**src/hw/ccr_pkg.sv**
```systemverilog
/*
 * Package for the charger configuration register block: offsets, field
 * positions, reset values, watchdog timing, carrier structs and serial states.
 * Assumes a single core clock at the rate given below.
 */
package ccr_pkg;
    localparam logic [6:0] CCR_SLAVE_ADDR = 7'h03;
    localparam logic [7:0] CCR_OFS_CHG = 8'h02;
    localparam logic [7:0] CCR_OFS_DTERM = 8'h03;
    localparam logic [7:0] CCR_OFS_VOLT = 8'h04;
    localparam logic [7:0] CCR_OFS_WDT = 8'h05;
    localparam logic [7:0] CCR_OFS_STAT = 8'h08;
    localparam logic [7:0] CCR_RST_CHG = 8'h0F;
    localparam logic [7:0] CCR_RST_DTERM = 8'h91;
    localparam logic [7:0] CCR_RST_VOLT = 8'hA3;
    localparam logic [7:0] CCR_RST_WDT = 8'h7A;
    localparam int CCR_SWRST_BIT = 7;
    localparam int CCR_KICK_BIT = 6;
    localparam int CCR_FAULT_BIT = 7;
    localparam int CCR_WDDIS_BIT = 7;
    localparam int CCR_WDPER_LSB = 5;
    localparam int CCR_TERM_BIT = 4;
    localparam int CCR_TIMER_BIT = 3;
    localparam int CCR_CTIME_LSB = 1;
    localparam int CCR_KEEP_BIT = 0;
    localparam logic [5:0] CCR_ICHG_MAX = 6'h38;
    localparam logic [3:0] CCR_DLIM_BAD = 4'h0;
    // watchdog base period and core rate
    localparam longint CCR_WD_UNIT_S = 40;
    localparam longint CCR_CLK_HZ = 20000000;
    localparam logic [31:0] CCR_WD_UNIT_CYCLES = 32'(CCR_WD_UNIT_S * CCR_CLK_HZ);

    typedef enum logic [3:0] {
        CCR_IDLE = 4'h0,
        CCR_ADDR = 4'h1,
        CCR_ACK_ADDR = 4'h3,
        CCR_PTR = 4'h2,
        CCR_ACK_PTR = 4'h6,
        CCR_WR = 4'h7,
        CCR_ACK_WR = 4'h5,
        CCR_RD = 4'h4,
        CCR_ACK_RD = 4'hC
    } ccr_i2c_t;

    typedef struct packed {
        logic [5:0] fast_charge_current_code;
        logic [3:0] discharge_limit_code;
        logic [3:0] termination_current_code;
        logic [5:0] cv_code;
        logic precharge_sel;
        logic recharge_offset_sel;
        logic discharge_watchdog_enable;
        logic [1:0] wd_period;
        logic term_enable;
        logic safety_timer_enable;
        logic [1:0] charge_time_limit;
        logic post_termination_charge_keep;
    } ccr_cfg_t;

    typedef struct packed {
        ccr_i2c_t fsm;
        logic scl_q;
        logic sda_q;
        logic [3:0] cnt;
        logic [7:0] shift;
        logic [7:0] tx;
        logic [7:0] ptr;
        logic oe;
        logic [7:0] r_chg;
        logic [7:0] r_dterm;
        logic [7:0] r_volt;
        logic [7:0] r_wdt;
        logic fault;
        logic [31:0] wd_cnt;
        ccr_cfg_t cfg;
    } ccr_state_t;
endpackage

```
**src/hw/ccr_regs.sv**
```systemverilog
/*
 * Charger configuration registers behind a serial two-wire slave, with the
 * host-activity watchdog, software reset and watchdog fault flag.
 * Assumes SCL and SDA_IN are synchronous to CORE_CLK and slow against it;
 * the pad combines SDA_OUT/SDA_OE (open drain) with the bus pull-up.
 */
`timescale 1ns/1ns
module ccr_regs #(
    parameter logic [31:0] WD_UNIT_CYCLES = ccr_pkg::CCR_WD_UNIT_CYCLES
) (
    input wire logic CORE_CLK,
    input wire logic RST_B,
    input wire logic SCL,
    input wire logic SDA_IN,
    output logic SDA_OUT,
    output logic SDA_OE,
    input wire logic DISCHARGING,
    output ccr_pkg::ccr_cfg_t CFG,
    output logic WD_FAULT
);
    import ccr_pkg::*;

    logic [1:0] rst_sync_reg;
    logic rst_n;
    ccr_state_t st_reg;
    ccr_state_t st_next;
    logic rise;
    logic fall;
    logic start;
    logic stop;
    logic wr_en;
    logic [7:0] wr_addr;
    logic [7:0] wr_data;
    logic rd_status;
    logic wd_on;
    logic wd_kick;
    logic wd_expire;
    logic [31:0] wd_limit;

    // only a constant enters under the asynchronous reset
    always_ff @(posedge CORE_CLK or negedge RST_B) begin
        if (!RST_B) begin
            rst_sync_reg <= 2'h0;
        end else begin
            rst_sync_reg <= {rst_sync_reg[0], 1'b1};
        end
    end
    assign rst_n = rst_sync_reg[1];

    function automatic logic [7:0] rd_mux(input ccr_state_t s, input logic [7:0] a);
        logic [7:0] d;
        d = 8'h00;
        unique case (a)
            CCR_OFS_CHG: d = s.r_chg;
            CCR_OFS_DTERM: d = s.r_dterm;
            CCR_OFS_VOLT: d = s.r_volt;
            CCR_OFS_WDT: d = s.r_wdt;
            CCR_OFS_STAT: d[CCR_FAULT_BIT] = s.fault;
            default: d = 8'h00;
        endcase
        return d;
    endfunction

    assign rise = SCL & ~st_reg.scl_q;
    assign fall = ~SCL & st_reg.scl_q;
    assign start = SCL & st_reg.scl_q & st_reg.sda_q & ~SDA_IN;
    assign stop = SCL & st_reg.scl_q & ~st_reg.sda_q & SDA_IN;

    always_comb begin
        st_next = st_reg;
        wr_en = 1'b0;
        wr_addr = st_reg.ptr;
        wr_data = st_reg.shift;
        rd_status = 1'b0;
        wd_kick = 1'b0;
        wd_expire = 1'b0;
        wd_limit = WD_UNIT_CYCLES;
        st_next.scl_q = SCL;
        st_next.sda_q = SDA_IN;
        // serial side: bits in on SCL rise, drive changes on SCL fall
        if (start) begin
            st_next.fsm = CCR_ADDR;
            st_next.cnt = 4'h0;
            st_next.oe = 1'b0;
        end else if (stop) begin
            st_next.fsm = CCR_IDLE;
            st_next.oe = 1'b0;
        end else if (rise) begin
            st_next.shift = {st_reg.shift[6:0], SDA_IN};
            st_next.cnt = st_reg.cnt + 4'h1;
        end else if (fall) begin
            unique case (st_reg.fsm)
                CCR_IDLE: st_next.fsm = CCR_IDLE;
                CCR_ADDR: begin
                    if (st_reg.cnt == 4'h8) begin
                        if (st_reg.shift[7:1] == CCR_SLAVE_ADDR) begin
                            st_next.fsm = CCR_ACK_ADDR;
                            st_next.oe = 1'b1;
                            wd_kick = 1'b1;
                        end else begin
                            st_next.fsm = CCR_IDLE;
                        end
                    end
                end
                CCR_ACK_ADDR: begin
                    st_next.cnt = 4'h0;
                    // the ack bit has already shifted in, so the direction bit sits one place up
                    if (st_reg.shift[1]) begin
                        st_next.fsm = CCR_RD;
                        st_next.tx = rd_mux(st_reg, st_reg.ptr);
                        st_next.oe = ~st_next.tx[7];
                        rd_status = st_reg.ptr == CCR_OFS_STAT;
                    end else begin
                        st_next.fsm = CCR_PTR;
                        st_next.oe = 1'b0;
                    end
                end
                CCR_PTR: begin
                    if (st_reg.cnt == 4'h8) begin
                        st_next.ptr = st_reg.shift;
                        st_next.fsm = CCR_ACK_PTR;
                        st_next.oe = 1'b1;
                    end
                end
                CCR_ACK_PTR, CCR_ACK_WR: begin
                    st_next.fsm = CCR_WR;
                    st_next.cnt = 4'h0;
                    st_next.oe = 1'b0;
                end
                CCR_WR: begin
                    if (st_reg.cnt == 4'h8) begin
                        wr_en = 1'b1;
                        st_next.ptr = st_reg.ptr + 8'h01;
                        st_next.fsm = CCR_ACK_WR;
                        st_next.oe = 1'b1;
                    end
                end
                CCR_RD: begin
                    if (st_reg.cnt == 4'h8) begin
                        st_next.fsm = CCR_ACK_RD;
                        st_next.oe = 1'b0;
                        st_next.ptr = st_reg.ptr + 8'h01;
                    end else begin
                        st_next.tx = {st_reg.tx[6:0], 1'b0};
                        st_next.oe = ~st_reg.tx[6];
                    end
                end
                CCR_ACK_RD: begin
                    st_next.cnt = 4'h0;
                    // master nack ends the read; wait for stop
                    if (st_reg.shift[0]) begin
                        st_next.fsm = CCR_IDLE;
                    end else begin
                        st_next.fsm = CCR_RD;
                        st_next.tx = rd_mux(st_reg, st_reg.ptr);
                        st_next.oe = ~st_next.tx[7];
                        rd_status = st_reg.ptr == CCR_OFS_STAT;
                    end
                end
            endcase
        end

        // watchdog
        if (wr_en && wr_addr == CCR_OFS_CHG && wr_data[CCR_KICK_BIT]) begin
            wd_kick = 1'b1;
        end
        wd_on = (st_reg.r_wdt[CCR_WDPER_LSB+:2] != 2'h0)
            && (!DISCHARGING || st_reg.r_wdt[CCR_WDDIS_BIT]);
        unique case (st_reg.r_wdt[CCR_WDPER_LSB+:2])
            2'h2: wd_limit = {WD_UNIT_CYCLES[30:0], 1'b0};
            2'h3: wd_limit = {WD_UNIT_CYCLES[29:0], 2'h0};
            default: wd_limit = WD_UNIT_CYCLES;
        endcase
        if (!wd_on || wd_kick) begin
            st_next.wd_cnt = 32'h0;
        end else if (st_reg.wd_cnt >= wd_limit - 32'h1) begin
            wd_expire = 1'b1;
            st_next.wd_cnt = 32'h0;
        end else begin
            st_next.wd_cnt = st_reg.wd_cnt + 32'h1;
        end

        // fault flag: read clears, expiry in the same cycle wins
        if (rd_status) begin
            st_next.fault = 1'b0;
        end
        if (wd_expire) begin
            st_next.fault = 1'b1;
            // period and discharge enable survive expiry
            st_next.r_chg[5:0] = CCR_RST_CHG[5:0];
            st_next.r_dterm = CCR_RST_DTERM;
            st_next.r_volt = CCR_RST_VOLT;
            st_next.r_wdt[4:0] = CCR_RST_WDT[4:0];
        end

        // host write lands after expiry so a fresh setting is kept
        if (wr_en) begin
            unique case (wr_addr)
                CCR_OFS_CHG: begin
                    if (wr_data[CCR_SWRST_BIT]) begin
                        st_next.r_chg = CCR_RST_CHG;
                        st_next.r_dterm = CCR_RST_DTERM;
                        st_next.r_volt = CCR_RST_VOLT;
                        st_next.r_wdt = CCR_RST_WDT;
                    end else begin
                        st_next.r_chg = {2'h0, wr_data[5:0]};
                    end
                end
                CCR_OFS_DTERM: begin
                    st_next.r_dterm[3:0] = wr_data[3:0];
                    // an invalid limit code is refused, old limit kept
                    if (wr_data[7:4] != CCR_DLIM_BAD) begin
                        st_next.r_dterm[7:4] = wr_data[7:4];
                    end
                end
                CCR_OFS_VOLT: st_next.r_volt = wr_data;
                CCR_OFS_WDT: st_next.r_wdt = wr_data;
                default: st_next.r_wdt = st_next.r_wdt;
            endcase
        end

        // settings handed to the charge logic
        st_next.cfg.fast_charge_current_code = (st_next.r_chg[5:0] > CCR_ICHG_MAX)
            ? CCR_ICHG_MAX : st_next.r_chg[5:0];
        st_next.cfg.discharge_limit_code = st_next.r_dterm[7:4];
        st_next.cfg.termination_current_code = st_next.r_dterm[3:0];
        st_next.cfg.cv_code = st_next.r_volt[7:2];
        st_next.cfg.precharge_sel = st_next.r_volt[1];
        st_next.cfg.recharge_offset_sel = st_next.r_volt[0];
        st_next.cfg.discharge_watchdog_enable = st_next.r_wdt[CCR_WDDIS_BIT];
        st_next.cfg.wd_period = st_next.r_wdt[CCR_WDPER_LSB+:2];
        st_next.cfg.term_enable = st_next.r_wdt[CCR_TERM_BIT];
        st_next.cfg.safety_timer_enable = st_next.r_wdt[CCR_TIMER_BIT];
        st_next.cfg.charge_time_limit = st_next.r_wdt[CCR_CTIME_LSB+:2];
        st_next.cfg.post_termination_charge_keep = st_next.r_wdt[CCR_KEEP_BIT];
    end

    always_ff @(posedge CORE_CLK or negedge rst_n) begin
        if (!rst_n) begin
            st_reg <= '0;
            st_reg.fsm <= CCR_IDLE;
            st_reg.scl_q <= 1'b1;
            st_reg.sda_q <= 1'b1;
            st_reg.r_chg <= CCR_RST_CHG;
            st_reg.r_dterm <= CCR_RST_DTERM;
            st_reg.r_volt <= CCR_RST_VOLT;
            st_reg.r_wdt <= CCR_RST_WDT;
            st_reg.cfg <= {CCR_RST_CHG[5:0], CCR_RST_DTERM, CCR_RST_VOLT, CCR_RST_WDT[7:0]};
        end else begin
            st_reg <= st_next;
        end
    end

    assign SDA_OUT = 1'b0;
    assign SDA_OE = st_reg.oe;
    assign CFG = st_reg.cfg;
    assign WD_FAULT = st_reg.fault;
endmodule
```
**config.mk**
```make
export PLATFORM = sky130hd
export DESIGN_NAME = ccr_regs
export DESIGN_NICKNAME = d
export VERILOG_FILES = /design/src/hw/ccr_pkg.sv /design/src/hw/ccr_regs.sv
export SDC_FILE = /design/constraint.sdc
export NUM_CORES = 1
export LEC_CHECK = 0
export BUFFER_PORTS_ARGS = -buffer_cell sky130_fd_sc_hd__buf_2
export CORE_MARGIN = 2
export CORE_UTILIZATION = 35
export CTS_CLUSTER_SIZE = 16
export DETAILED_ROUTE_END_ITERATION = 6
export PLACE_DENSITY = 0.52
export SLEW_MARGIN = 40
export SYNTH_ARGS = -nofsm -noshare
export SYNTH_HDL_FRONTEND = slang
export SYNTH_SLANG_ARGS = --single-unit
```
**constraint.sdc**
```tcl
create_clock -name CORE_CLK -period 3.8 [get_ports CORE_CLK]
set_input_delay 0.76 -clock CORE_CLK [delete_from_list [all_inputs] [get_ports CORE_CLK]]
set_output_delay 0.76 -clock CORE_CLK [all_outputs]
set_load 0.05 [all_outputs]
```
==> results.cfg <==
[outcome]
status = complete, no violations

[cts]
post_cts_resized = 0
root_buffer = clkbuf_16
cts_buffers = 9
cts_setup_buffers = 0
cts_hold_buf = 0
cts_sinks = 104
cts_max_path_buffers = 2
clk_latency_ns = 0.36
cts_tree = done
clk_pin_slew_ns = 0.07
htree_levels = 3

[floorplanning]
fp.coreArea_um2 = 17100
die_h_um = 136
ios = 38
rows = 48
die_w_um = 136
die_area_um2 = 18400
start_util = 0.355

[global_route]
grt_use_total = 0.172
grt_overflow_total = 0
grt_antenna_before_repair = 0
grt_max_degree = 38
grt_pass1_vias = 4607
grt_pass1_wl_um = 24700

[route]
post_drt_wl_per_cell_um = 17.4
drc = 0
vias = 4708
detail_route.iter0.violations = 351
first_pass_iters = 7
antenna_left = 0
drt_wl_total_um = 15000
vias_per_cell = 5.45

[worst_setup_path]
cp.required_ns = 4.09
r2r_cells = 9
crit_path_start = CFG[5]
critPathKind = reg -> reg
cp.arrival_ns = 3.16
crit_path_end_kind = register
r2r_end = CFG[1]
cp-endpoint = CFG[1]
cp_cell_sequence = nand2b_1 > inv_1 > ha_1 > a211oi_1 > nor2_1 > o311ai_0 > o211ai_2 > and2_1 > o32a_1
cp-start-kind = register
crit_fanout = 8
r2r_slack_ns = 0.92
rr_startpoint = CFG[5]
slowest_stage = dfstp_2
max_stage_delay_ns = 0.62

[placed_design]
post-place-ws_ns = 0.849
numPortBuffers = 36
dpl.hpwl_um = 10700
gp_congestion = 0.861

[yosys]
synth-edff-count = 0
seq_area_frac_synth = 0.432
yosys-top-cells-area = dfrtp_1 (34%), dfstp_2 (9.1%), ha_1 (4.7%), nor2_1 (4.6%), buf_4 (3.8%)
async_flop_share = 1.00
synth_fp_nets = 671
synth_top_area_frac = 0.342
syn_area_per_cell_um2 = 9.46
synth_area_leader_cell = dfrtp_1
ys_ff_latch = 104
synth_cells = 643
synth_ff_type = dfrtp_1
synth_warnings = 0
syn_area_um2 = 6080
yosysUniqueCellTypes = 68

[sta]
setup_viol_count_final = 0
rsz0062_at_grt = false
fin_crit_sh = 0.757
whs_ns = 0.172
max_freq_mhz = 348
tightest_slew_ns = 0.785
finClkSkew_ns = 0.00846
fin_crit_ns = 2.88
fin_tns_setup_ns = 0
fin_ws_ns = 0.923
drv_slew = 0
hold_viol_final = 0
max_slew_margin = 0.474

[power]
peakVddDrop_v = 0.000229
p_per_area_nw_per_um2 = 389
leakagePower_nw = 2.82

[hold_path]
hold_class = in -> async

[cells_and_area]
drive_gt1_frac = 0.175
layout_commonest_cell = dfrtp_1
fill_cells = 1739
final_cell_mix = dfrtp_1 (82), nor2_1 (74), nand2_1 (53)
fin_nets = 662
largest_register_ff_count = 63
area_delta_synth_final_pct = 7.10
diodes = 0

[job]
maxCapViolations = 0
==> worst max-delay path: cells and delay by family (launching register included) <==
| family | cells | cell delay (ns) |
|---|---|---|
| AND/OR/NAND/NOR | 3 | 0.53 |
| AO/OA/AOI/OAI | 4 | 1.25 |
| buffers and inverters | 1 | 0.10 |
| flip-flops | 1 | 0.62 |
| adder cells (fa/ha/maj) | 1 | 0.30 |
==> cell type report <==
| class | count | area (um2) | share of cell area |
|---|---|---|---|
| tap | 225 | 282 | 0.0432 |
| clock buffer | 10 | 239 | 0.0367 |
| sequential | 104 | 2630 | 0.404 |
| multi-input combinational | 448 | 2970 | 0.456 |
| clock inverter | 6 | 42.5 | 0.00653 |
| timing repair buffer | 45 | 248 | 0.0380 |
| inverter | 26 | 97.6 | 0.0150 |
==> power by group <==
group	internal, mW	switching, mW	total [mW]
clock network	0.465	0.430	0.895
logic	0.126	0.133	0.259
registers	1.19	0.186	1.38
==> per-stage QoR <==
stage               power [mW]  cells  cell area, um2  utilization
global route              2.67    864            6510        0.380
CTS                       2.57    864            6510        0.380
floorplan                 1.55    643            6080            -
detailed placement        1.66    848            6220        0.364
finish                    2.53    864            6510        0.380
global placement          1.65    848            6220        0.364
==> kinds of logic (layout without fill, tap and decap cells) <==
family,count (synthesis),after routing,synth area share
compound gates,141,141,0.170
xor+xnor,34,34,0.0490
fa+ha+maj,23,23,0.0473
buf+inv,91,87,0.0798
flops,104,104,0.432
mux,15,15,0.0270
other cells,2,2,0.00124
simple gates,233,233,0.193
==> how the worst min path moves through the flow <==
stage | endpoint | slack (ns) | depth (start not counted)
6_report | rst_sync_reg[0] | 0.17 | 1
5_1_grt | rst_sync_reg[1] | 0.15 | 1
4_1_cts | rst_sync_reg[1] | 0.16 | 1
3_5_place_dp | st_reg[57] | 0.32 | 0
3_3_place_gp | st_reg[58] | 0.31 | 0
2_1_floorplan | rst_sync_reg[1] | 0.33 | 0
==> synthesized netlist by cell type (6+ instances only) <==
master	count
a21oi_1	37
a32o_1	11
nor4_1	6
buf_2	15
nor3_1	15
dfrtp_1	83
o22a_1	7
nand3_1	24
nand4_1	9
nor2_1	74
a222oi_1	7
mux2_2	11
xor2_1	14
ha_1	23
nand2b_1	8
xnor2_1	20
and2_1	10
nand2_1	53
inv_1	26
buf_4	31
clkbuf_1	15
dfstp_2	21
a21o_1	6
o21ai_0	19
o32a_1	6
and3_1	8
a31oi_1	7
==> metal layers <==
metal | routed length, um | vias to the layer above | global-route usage
met5 | 0 | - | 0
met4 | 306 | 0 | 0.0521
met3 | 803 | 27 | 0.0438
met2 | 7070 | 129 | 0.274
met1 | 6850 | 2319 | 0.232
li1 | - | 2233 | -
No activity file was read; power rests on OpenSTA's default activity.
